<file path="src/verilog/ram_pkg.sv">
// constants, types and register map of the alarm-match block
// Summary of operation
// - alarm field bit 7 enables the field; lower bits hold its target value.
// - a field with its enable bit clear never blocks nor causes a match.
// - matches are ignored unless alarm-zero enable, control bit 5, is set.
// - control bit 7 picks single-event (0) or pulsed repeating (1) interrupt.
// - single-event match after the seconds roll sets the flag, drives irq low.
// - pulsed mode emits one irq pulse on every match of the enabled fields.
// - pulsed mode sets the flag each trigger; pulses continue if never cleared.
// - standard backup mode stops alarms and register access while on backup.
// - legacy backup keeps alarms, and keeps access unless serial bus inhibit is 1.
// - after reset the device is in standard backup mode.
package ram_pkg;
  localparam int REG_AW = 4;
  localparam int NUM_FIELDS = 6;
  // register indices on the register port
  localparam logic [3:0] ADDR_ALARM0_SECONDS = 4'h0;
  localparam logic [3:0] ADDR_ALARM0_MINUTES = 4'h1;
  localparam logic [3:0] ADDR_ALARM0_HOURS = 4'h2;
  localparam logic [3:0] ADDR_ALARM0_DATE = 4'h3;
  localparam logic [3:0] ADDR_ALARM0_MONTH = 4'h4;
  localparam logic [3:0] ADDR_ALARM0_WEEKDAY = 4'h5;
  localparam logic [3:0] ADDR_INTERRUPT_CONTROL = 4'h6;
  localparam logic [3:0] ADDR_STATUS = 4'h7;
  localparam logic [3:0] ADDR_POWER_CONTROL = 4'h8;
  // field positions
  localparam int FLD_ENABLE_BIT = 7;
  localparam int INT_MODE_BIT = 7;
  localparam int INT_ALARM_ZERO_ENABLE_BIT = 5;
  localparam int STAT_AL0_BIT = 5;
  localparam int PWR_LEGACY_BIT = 0;
  localparam int PWR_SBI_BIT = 1;
  // reset values
  localparam logic [7:0] RST_ALARM = 8'h00;
  localparam logic [7:0] RST_INT_CTRL = 8'h00;
  localparam logic [7:0] RST_PWR_CTRL = 8'h00;
  // timing
  localparam int CLK_HZ = 25_000_000;
  localparam int PULSE_MS = 250;
  localparam int PULSE_CYC = CLK_HZ / 1000 * PULSE_MS;

  // running time as presented by the timekeeping counters
  typedef struct packed {
    logic [7:0] weekday;
    logic [7:0] month;
    logic [7:0] date;
    logic [7:0] hours;
    logic [7:0] minutes;
    logic [7:0] seconds;
  } ram_time_t;

  // register access request
  typedef struct packed {
    logic wr;
    logic rd;
    logic [REG_AW-1:0] addr;
    logic [7:0] wdata;
  } ram_req_t;
endpackage
</file>
<file path="src/verilog/ram_alarm.sv">
// alarm-zero match, interrupt output and backup-mode gating
`timescale 1ns/1ps
`default_nettype none
module ram_alarm
  import ram_pkg::*;
#(
  parameter int PULSE_CYCLES = PULSE_CYC
)
(
  input wire logic mclk_i, // 25 MHz system clock
  input wire logic rst_b_i, // synchronous reset, active low
  input wire ram_time_t time_i, // running time, same clock domain
  input wire logic sec_tick_i, // one-cycle pulse: time_i just advanced
  input wire logic on_backup_i, // pin: high while running from backup supply
  input wire ram_req_t req_i, // register access request
  output logic [7:0] reg_rdata_o, // read data, valid the cycle after rd
  output logic reg_blocked_o, // access currently refused
  output logic irq_freq_out_n_o, // open-drain pin level, low when driven
  output logic irq_freq_out_oe_o // high while the pin is pulled low
);
  typedef struct packed {
    logic [NUM_FIELDS-1:0][7:0] alarm;
    logic [7:0] int_ctrl;
    logic [7:0] pwr_ctrl;
    logic al0_flag;
    logic [31:0] pulse_cnt;
    logic eval;
    logic [7:0] rdata;
  } ram_state_t;

  ram_state_t st_q;
  ram_state_t st_d;
  ram_time_t now;
  logic backup;
  logic [NUM_FIELDS-1:0] fld_ok;
  logic functions_on;
  logic access_on;
  logic match;
  logic wr_ok;
  logic rd_ok;
  logic pulsed_mode;
  logic [7:0] rd_mux;

  // backup indication comes from a pin, hence the synchroniser
  ram_pin_sync u_backup_sync (
    .mclk_i(mclk_i),
    .rst_b_i(rst_b_i),
    .pin_i(on_backup_i),
    .level_o(backup)
  );

  assign now = time_i;

  // per-field compare; every field must pass
  ram_field_cmp u_cmp_sec (.alarm_i(st_q.alarm[0]), .now_i(now.seconds), .ok_o(fld_ok[0]));
  ram_field_cmp u_cmp_min (.alarm_i(st_q.alarm[1]), .now_i(now.minutes), .ok_o(fld_ok[1]));
  ram_field_cmp u_cmp_hr (.alarm_i(st_q.alarm[2]), .now_i(now.hours), .ok_o(fld_ok[2]));
  ram_field_cmp u_cmp_date (.alarm_i(st_q.alarm[3]), .now_i(now.date), .ok_o(fld_ok[3]));
  ram_field_cmp u_cmp_mon (.alarm_i(st_q.alarm[4]), .now_i(now.month), .ok_o(fld_ok[4]));
  ram_field_cmp u_cmp_wday (.alarm_i(st_q.alarm[5]), .now_i(now.weekday), .ok_o(fld_ok[5]));

  // backup gating: standard mode keeps only timekeeping alive
  assign functions_on = !backup || st_q.pwr_ctrl[PWR_LEGACY_BIT];
  // inhibit only bites in legacy backup; standard backup already blocks all
  assign access_on = functions_on
    && !(backup && st_q.pwr_ctrl[PWR_SBI_BIT]);
  assign reg_blocked_o = !access_on;
  assign wr_ok = req_i.wr && access_on;
  assign rd_ok = req_i.rd && access_on;
  assign pulsed_mode = st_q.int_ctrl[INT_MODE_BIT];

  // evaluated one cycle after the tick so the compare sees the new time
  assign match = st_q.eval && (&fld_ok)
    && st_q.int_ctrl[INT_ALARM_ZERO_ENABLE_BIT]
    && functions_on;

  // read data selection
  always_comb
  begin
    rd_mux = 8'h00;
    if (req_i.addr <= ADDR_ALARM0_WEEKDAY)
    begin
      rd_mux = st_q.alarm[req_i.addr[2:0]];
    end
    else if (req_i.addr == ADDR_INTERRUPT_CONTROL)
    begin
      rd_mux = st_q.int_ctrl;
    end
    else if (req_i.addr == ADDR_STATUS)
    begin
      rd_mux[STAT_AL0_BIT] = st_q.al0_flag;
    end
    else if (req_i.addr == ADDR_POWER_CONTROL)
    begin
      rd_mux = st_q.pwr_ctrl;
    end
  end

  // next-state logic
  always_comb
  begin
    st_d = st_q;
    st_d.eval = sec_tick_i;
    if (rd_ok)
    begin
      st_d.rdata = rd_mux;
    end
    if (wr_ok)
    begin
      if (req_i.addr <= ADDR_ALARM0_WEEKDAY)
      begin
        st_d.alarm[req_i.addr[2:0]] = req_i.wdata;
      end
      else if (req_i.addr == ADDR_INTERRUPT_CONTROL)
      begin
        st_d.int_ctrl = req_i.wdata;
      end
      else if (req_i.addr == ADDR_POWER_CONTROL)
      begin
        st_d.pwr_ctrl = req_i.wdata;
      end
      else if (req_i.addr == ADDR_STATUS && req_i.wdata[STAT_AL0_BIT])
      begin
        st_d.al0_flag = 1'b0; // write one to clear
      end
    end
    // pulse countdown runs independently of the flag
    if (st_q.pulse_cnt != 32'h0)
    begin
      st_d.pulse_cnt = st_q.pulse_cnt - 32'h1;
    end
    // a match in the clearing cycle wins over the clear
    if (match)
    begin
      st_d.al0_flag = 1'b1;
      if (pulsed_mode)
      begin
        st_d.pulse_cnt = 32'(PULSE_CYCLES);
      end
    end
  end

  always_ff @(posedge mclk_i)
  begin
    if (!rst_b_i)
    begin
      st_q.alarm <= {NUM_FIELDS{RST_ALARM}};
      st_q.int_ctrl <= RST_INT_CTRL;
      st_q.pwr_ctrl <= RST_PWR_CTRL; // standard mode after reset
      st_q.al0_flag <= 1'b0;
      st_q.pulse_cnt <= 32'h0;
      st_q.eval <= 1'b0;
      st_q.rdata <= 8'h00;
    end
    else
    begin
      st_q <= st_d;
    end
  end

  // single-event holds the pin low on the flag; pulsed mode on the counter
  // the pin stays active on backup in every mode, it only sees what fired
  always_comb
  begin
    if (pulsed_mode)
    begin
      irq_freq_out_oe_o = st_q.pulse_cnt != 32'h0;
    end
    else
    begin
      irq_freq_out_oe_o = st_q.al0_flag;
    end
  end

  assign irq_freq_out_n_o = !irq_freq_out_oe_o;
  assign reg_rdata_o = st_q.rdata;
endmodule
`default_nettype wire

</file>
<file path="src/verilog/ram_field_cmp.sv">
// one alarm field compared against the running time
`timescale 1ns/1ps
`default_nettype none
module ram_field_cmp
  import ram_pkg::*;
(
  input wire logic [7:0] alarm_i, // alarm register: enable and target
  input wire logic [7:0] now_i, // current time field
  output logic ok_o // field does not block a match
);
  // a disabled field always passes, so it neither blocks nor causes a match
  assign ok_o = !alarm_i[FLD_ENABLE_BIT]
    || (alarm_i[FLD_ENABLE_BIT-1:0] == now_i[FLD_ENABLE_BIT-1:0]);
endmodule
`default_nettype wire

</file>
<file path="src/verilog/ram_pin_sync.sv">
// three-stage pin synchroniser with agreement filter
`timescale 1ns/1ps
`default_nettype none
module ram_pin_sync
  import ram_pkg::*;
(
  input wire logic mclk_i, // system clock
  input wire logic rst_b_i, // synchronous reset, active low
  input wire logic pin_i, // asynchronous pin
  output logic level_o // filtered level
);
  typedef struct packed {
    logic s1;
    logic s2;
    logic s3;
    logic lvl;
  } ram_sync_st_t;

  ram_sync_st_t st_q;
  ram_sync_st_t st_d;

  // s1 feeds only s2; a change counts once s2 and s3 agree
  always_comb
  begin
    st_d = st_q;
    st_d.s1 = pin_i;
    st_d.s2 = st_q.s1;
    st_d.s3 = st_q.s2;
    if (st_q.s2 == st_q.s3)
    begin
      st_d.lvl = st_q.s3;
    end
  end

  always_ff @(posedge mclk_i)
  begin
    if (!rst_b_i)
    begin
      st_q <= '0;
    end
    else
    begin
      st_q <= st_d;
    end
  end

  assign level_o = st_q.lvl;
endmodule
`default_nettype wire

</file>
<file path="config.mk">
export PLATFORM = sky130hd
export DESIGN_NAME = ram_alarm
export DESIGN_NICKNAME = d
export VERILOG_FILES = /design/src/verilog/ram_pkg.sv /design/src/verilog/ram_alarm.sv /design/src/verilog/ram_field_cmp.sv /design/src/verilog/ram_pin_sync.sv
export SDC_FILE = /design/constraint.sdc
export NUM_CORES = 1
export LEC_CHECK = 0
export ABC_CLOCK_PERIOD_IN_PS = 3300
export BUFFER_PORTS_ARGS = -buffer_cell sky130_fd_sc_hd__buf_2
export CORE_UTILIZATION = 50
export CTS_CLUSTER_DIAMETER = 200
export CTS_CLUSTER_SIZE = 28
export DETAILED_ROUTE_END_ITERATION = 10
export PLACE_DENSITY = 0.74
export SLEW_MARGIN = 15
export SYNTH_ARGS = -nofsm -noshare
export SYNTH_HDL_FRONTEND = slang
export SYNTH_SLANG_ARGS = --single-unit
</file>
<file path="constraint.sdc">
create_clock -name mclk_i -period 3.3 [get_ports mclk_i]
set_input_delay 0.33 -clock mclk_i [delete_from_list [all_inputs] [get_ports mclk_i]]
set_output_delay 0.33 -clock mclk_i [all_outputs]
set_load 0.01 [all_outputs]
</file>
==> Word level (Yosys, flattened, before mapping) <==
Cells that the tools add are included.
{ "word_totals": {"ramBits": 0, "rom_bits": 0, "latchBits": 0, "memories": 0, "inputBits": 66, "register_bits": 110} }
{ "classes": {"muxes": 20, "n_div": 0, "n_bitwise": 2, "magnitude_cmp": 3, "shift": 0, "n_addsub": 1, "eq_ne": 13, "reduce_logical": 34, "multipliers": 0} }
{ "op_table": {"columns": ["operator", "n"], "rows": [
  ["$mux W32", 2],
  ["$bwmux W48", 1],
  ["$eq A7 B7 Y1", 6],
  ["$mux W8", 5],
  ["$mux W33", 1],
  ["$reduce_bool A32 Y1", 1],
  ["$sub A32 B1 Y32 const B", 1],
  ["$bmux W8 S3", 1],
  ["$demux W8 S3", 1],
  ["$logic_not A1 Y1", 10],
  ["$logic_and A1 B1 Y1", 9],
  ["$eq A4 B3 Y1 const B", 2],
  ["$logic_or A1 B1 Y1", 7],
  ["$mux W1", 7],
  ["$ne A2 B2 Y1 const B", 3],
  ["$reduce_and A6 Y1", 1],
  ["$mux W5", 1],
  ["$reduce_and A5 Y1", 1],
  ["$eq A4 B4 Y1 const B", 1],
  ["$le A4 B3 Y1 const B", 1],
  ["$lt A3 B4 Y1 const B", 1],
  ["$reduce_and A4 Y1", 1],
  ["$reduce_bool A2 Y1", 2],
  ["$ge A3 B1 Y1 const B", 1],
  ["5 further kinds", 6]
]} }

==> Depth between registers and ports, before layout <==
{ "depth": {"depth_word": 8, "depth_mapped": 9} }

==> Cells and area by module <==
A second synthesis with hierarchy kept.
{ "hier_totals": {"cells_unflattened": 604, "area_unflattened_um2": 5606.6} }
{ "modules_own_cells": {"columns": ["mod", "area_per_inst_um2", "instances", "cells_per_inst"], "rows": [
  ["ram_alarm", 4987.3, 1, 540],
  ["ram_field_cmp", 83.8, 6, 9],
  ["ram_pin_sync", 116.4, 1, 10]
]} }

==> Least setup slack after synthesis <==
No wires, ideal clock.
{ "synth_timing": {"path_kind": "register to output", "start": "register st_q[33] (netlist name)", "end": "output irq_freq_out_n_o", "stages_incl_launch_ff": 8, "n_path_buf": 2, "arrival_ps": 2403, "slack_ps": 567, "cell_sequence": "dfxtp_1 or4_4 or3_1 buf_6 or4_4 buf_6 mux2_2 inv_1"} }
{ "synth_between": {"elab_chain_cells": 3} }
{ "synth_lines": {"columns": ["element", "line_no", "text"], "rows": [
  ["from (decl)", "ram_alarm.sv:31", "ram_state_t st_q;"],
  ["from (signal assigned)", "ram_alarm.sv:157", "st_q <= st_d;"],
  ["$reduce_bool A32 Y1", "ram_alarm.sv:167", "irq_freq_out_oe_o = st_q.pulse_cnt != 32'h0;"],
  ["$mux W1", "ram_alarm.sv:165", "if (pulsed_mode)"],
  ["named net irq_freq_out_oe_o", "ram_alarm.sv:19", "output logic irq_freq_out_oe_o"],
  ["$logic_not A1 Y1", "ram_alarm.sv:175", "assign irq_freq_out_n_o = !irq_freq_out_oe_o;"],
  ["to (decl)", "ram_alarm.sv:18", "output logic irq_freq_out_n_o,"]
]} }
The timed path passes the listed nets, and every way through them passes these cells.

==> Worst setup path after layout <==
{ "layout_timing": {"start": "register st_q[9] (netlist name)", "end": "output irq_freq_out_n_o"} }
{ "layout_between": {"elab_chain_cells": 3} }
{ "layout_lines": {"columns": ["element", "line_no"], "rows": [
  ["$reduce_bool A32 Y1", "ram_alarm.sv:167"],
  ["$mux W1", "ram_alarm.sv:165"],
  ["$logic_not A1 Y1", "ram_alarm.sv:175"]
]} }
No other way between the ends.

==> flow_summary.yaml <==
status:
  status: "completed"
placement:
  dpl_cell_area_um2: 5790
  gp_congestion: 0.897
  post-dp-hpwl_mm: 9.64
  port_buffers: 70
cells_and_area:
  multi_input_area_um2: 2980
  fill_cells: 923
  area.growth.synth_to_final_pct: 11.2
  regArea_um2: 2200
  fin_area_um2: 6030
  drive_gt1_frac: 0.196
  nets: 720
synthesis:
  netlist_area_um2: 5420
  netlist_instances: 610
  synth.most_common_cell: "dfxtp_1"
  seq_area_frac_synth: 0.406
  synth-main-ff-cell: "dfxtp_1"
  netlist-cell-type-count: 48
  synth_common_cells: "dfxtp_1 (110), nor2_1 (72), a21oi_1 (50)"
  synth.area.top_cells: "dfxtp_1 (41%), mux2i_1 (6.3%), xor2_1 (5.7%)"
  syn-num-nets: 677
  synthArstFlopShare: 0
  yosys_register_bits: 110
  ys.warnings.count: 0
  yosys.area.top_type: "dfxtp_1"
  synth_edf_count: 0
  synth.avg_cell_area_um2: 8.89
  netlist.area_leader.share: 0.406
global_routing:
  antenna_found_initial: 1
  grt_overflow_total: 0
  grtUsageTotal: 0.244
  grt_pass1_vias: 4297
  grt_pass1_wl_mm: 21.6
  grt_max_degree: 46
floorplanning:
  ios: 77
  core_area_um2: 10400
  die_w_um: 106
  rows: 37
  die_h_um: 106
  start_util: 0.520
  dieArea_um2: 11300
worst_setup_path:
  critPathMaxFanout: 6
  crit_type: "flop to output pin"
  cpPeakStageDelay_ns: 0.62
  crit_required_ns: 2.97
  r2r_end: "st_q[21]"
  slowest_stage: "or4_4"
  crit_chain: "inv_1, ha_1, nor4b_1, nand3_1, or4_4, mux2_2, inv_1, buf_2"
  startpoint: "st_q[9]"
  cp-start-kind: "flop"
  critPathArrivalTime_ns: 2.82
  r2r_start: "st_q[72]"
  crit_path_end_kind: "output pin"
  timing.critical_path.mode_cell: "inv_1"
  rrSetupSlack_ns: 0.77
  rr_worst_depth: 6
sta:
  finalHoldViolCount: 0
  post-route-period-util: 0.953
  report.final.slew_viol_count: 0
  rsz0062_at_grt: "false"
  relSlewSlack: 0.502
  tns_ns: 0
  worst_pin_slew_ns: 0.746
  max_freq_ghz: 0.318
  skew_ns: 0.0112
  finalSetupViolCount: 0
  period_minus_slack_ns: 3.15
power_and_ir_drop:
  ir_drop_v: 0.000584
  powerDensity_nw_per_um2: 666
  p_leak_uw: 0.00246
clocking:
  cts_tree: "yes"
  cts_made_buffers: 9
  cts.sinks: 110
  cts_root_buffer: "clkbuf_8"
  clk_latency_ns: 0.37
  clkSlewWorstSetupHoldPaths_ns: 0.10
  cts_max_level: 3
  cts_buffer_depth: 2
flow_run:
  cap_viol_max_count: 0
hold_path:
  hp-class: "primary input to flop"
  holdPathEnd: "u_backup_sync.st_d[2]"
  worstHoldPathCells: 2
  min_from: "on_backup_i"
drt:
  vias: 4545
  drt_wl_total_mm: 13.2
  dr.pass1.iters: 5
  post_drt_wl_per_cell_um: 16.6
  drc: 0
  drtIter0Drc: 305
  viasPerCell: 5.72
  postRouteAntennaNets: 0
metrics by stage:
stage	hold WS, ns	setup WS [ns]	power [uW]	instances	utilization
2_1_floorplan	0.412	0.567	2800	610	-
3_3_place_gp	0.420	0.505	3030	778	0.556
3_5_place_dp	0.430	0.487	3100	778	0.556
4_1_cts	0.159	0.0832	4010	794	0.578
5_1_grt	0.160	0.0134	4280	794	0.579
6_report	0.174	0.154	4020	795	0.579
flip-flops by register name, summed over array words and instances (netlist names):
| name | flops |
|---|---|
| st_q | 97 |
| reg_rdata_o | 8 |
| u_backup_sync.st_d | 2 |
| pulsed_mode | 1 |
| u_backup_sync.level_o | 1 |
| u_backup_sync.st_q | 1 |
what timing repair did:
action / in CTS / in global routing
resized for setup: 0 / 1
buffers inserted: 0 / 0
hold buffers: 0 / 0
endpoints found under the setup margin: 0 / 1
kinds of logic (layout without fill, tap and decap cells):
group,count (synthesis),in the layout,synth area share
AO/OA/AOI/OAI,91,91,0.102
XOR/XNOR,68,68,0.111
adder cells (fa/ha/maj),1,1,0.00231
buffers and inverters,54,102,0.0457
flip-flops,110,110,0.406
multiplexers,51,51,0.115
other,0,1,0
AND/OR/NAND/NOR,235,235,0.218
critical path, delay by kind of cell, from the launching register on:
kind | cells | cell delay, ns
AND/OR/NAND/NOR | 3 | 1.35
flip-flops | 1 | 0.34
multiplexers | 1 | 0.31
buffers and inverters | 3 | 0.26
adder cells (fa/ha/maj) | 1 | 0.20
cells in the final DEF (no fill, tap or decap), types with 4 or more instances in the layout:
cell type / count
mux2_2: 9
nand2_1: 47
nand3_1: 45
inv_1: 5
xor2_1: 35
nor2b_1: 4
nand4_1: 11
o221ai_1: 7
and2_1: 6
nor2_1: 72
buf_2: 70
xnor2_1: 32
buf_4: 9
mux4_2: 8
mux2i_1: 34
a22oi_1: 16
a21oi_1: 50
clkbuf_8: 10
dfxtp_1: 110
nor3_1: 13
o21ai_0: 10
nor4_1: 8
layout make-up:
cell class	instances	area share
diodes	1	0.000415
flip-flops and latches	110	0.365
well taps	136	0.0282
multi-input cells	446	0.494
inverters	7	0.00436
repair buffers	79	0.0693
clock inverters	6	0.0154
clock buffers	10	0.0228
report_power, final:
part	switching [uW]	total, uW	leakage [uW]	internal, uW
clock network	466	922	0.000115	455
registers	147	1630	0.000893	1480
logic	827	1470	0.00145	639
layer usage:
metal / GRT usage / vias to the layer above / share of wire
met1: 0.317 / 2101 / 0.43
li1: - / 2225 / -
met3: 0.0325 / 33 / 0.067
met4: 0.135 / 0 / 0.043
met2: 0.392 / 186 / 0.46
met5: 0 / - / 0
how the worst max path moves through the flow:
| stage | depth (start not counted) | to | slack (ns) |
|---|---|---|---|
| floorplan | 7 | irq_freq_out_n_o | 0.57 |
| global placement | 6 | irq_freq_out_n_o | 0.50 |
| detailed placement | 6 | irq_freq_out_n_o | 0.49 |
| CTS | 6 | irq_freq_out_n_o | 0.08 |
| global route | 8 | irq_freq_out_n_o | 0.01 |
| finish | 8 | irq_freq_out_n_o | 0.15 |
No activity file was read; power rests on OpenSTA's default activity.
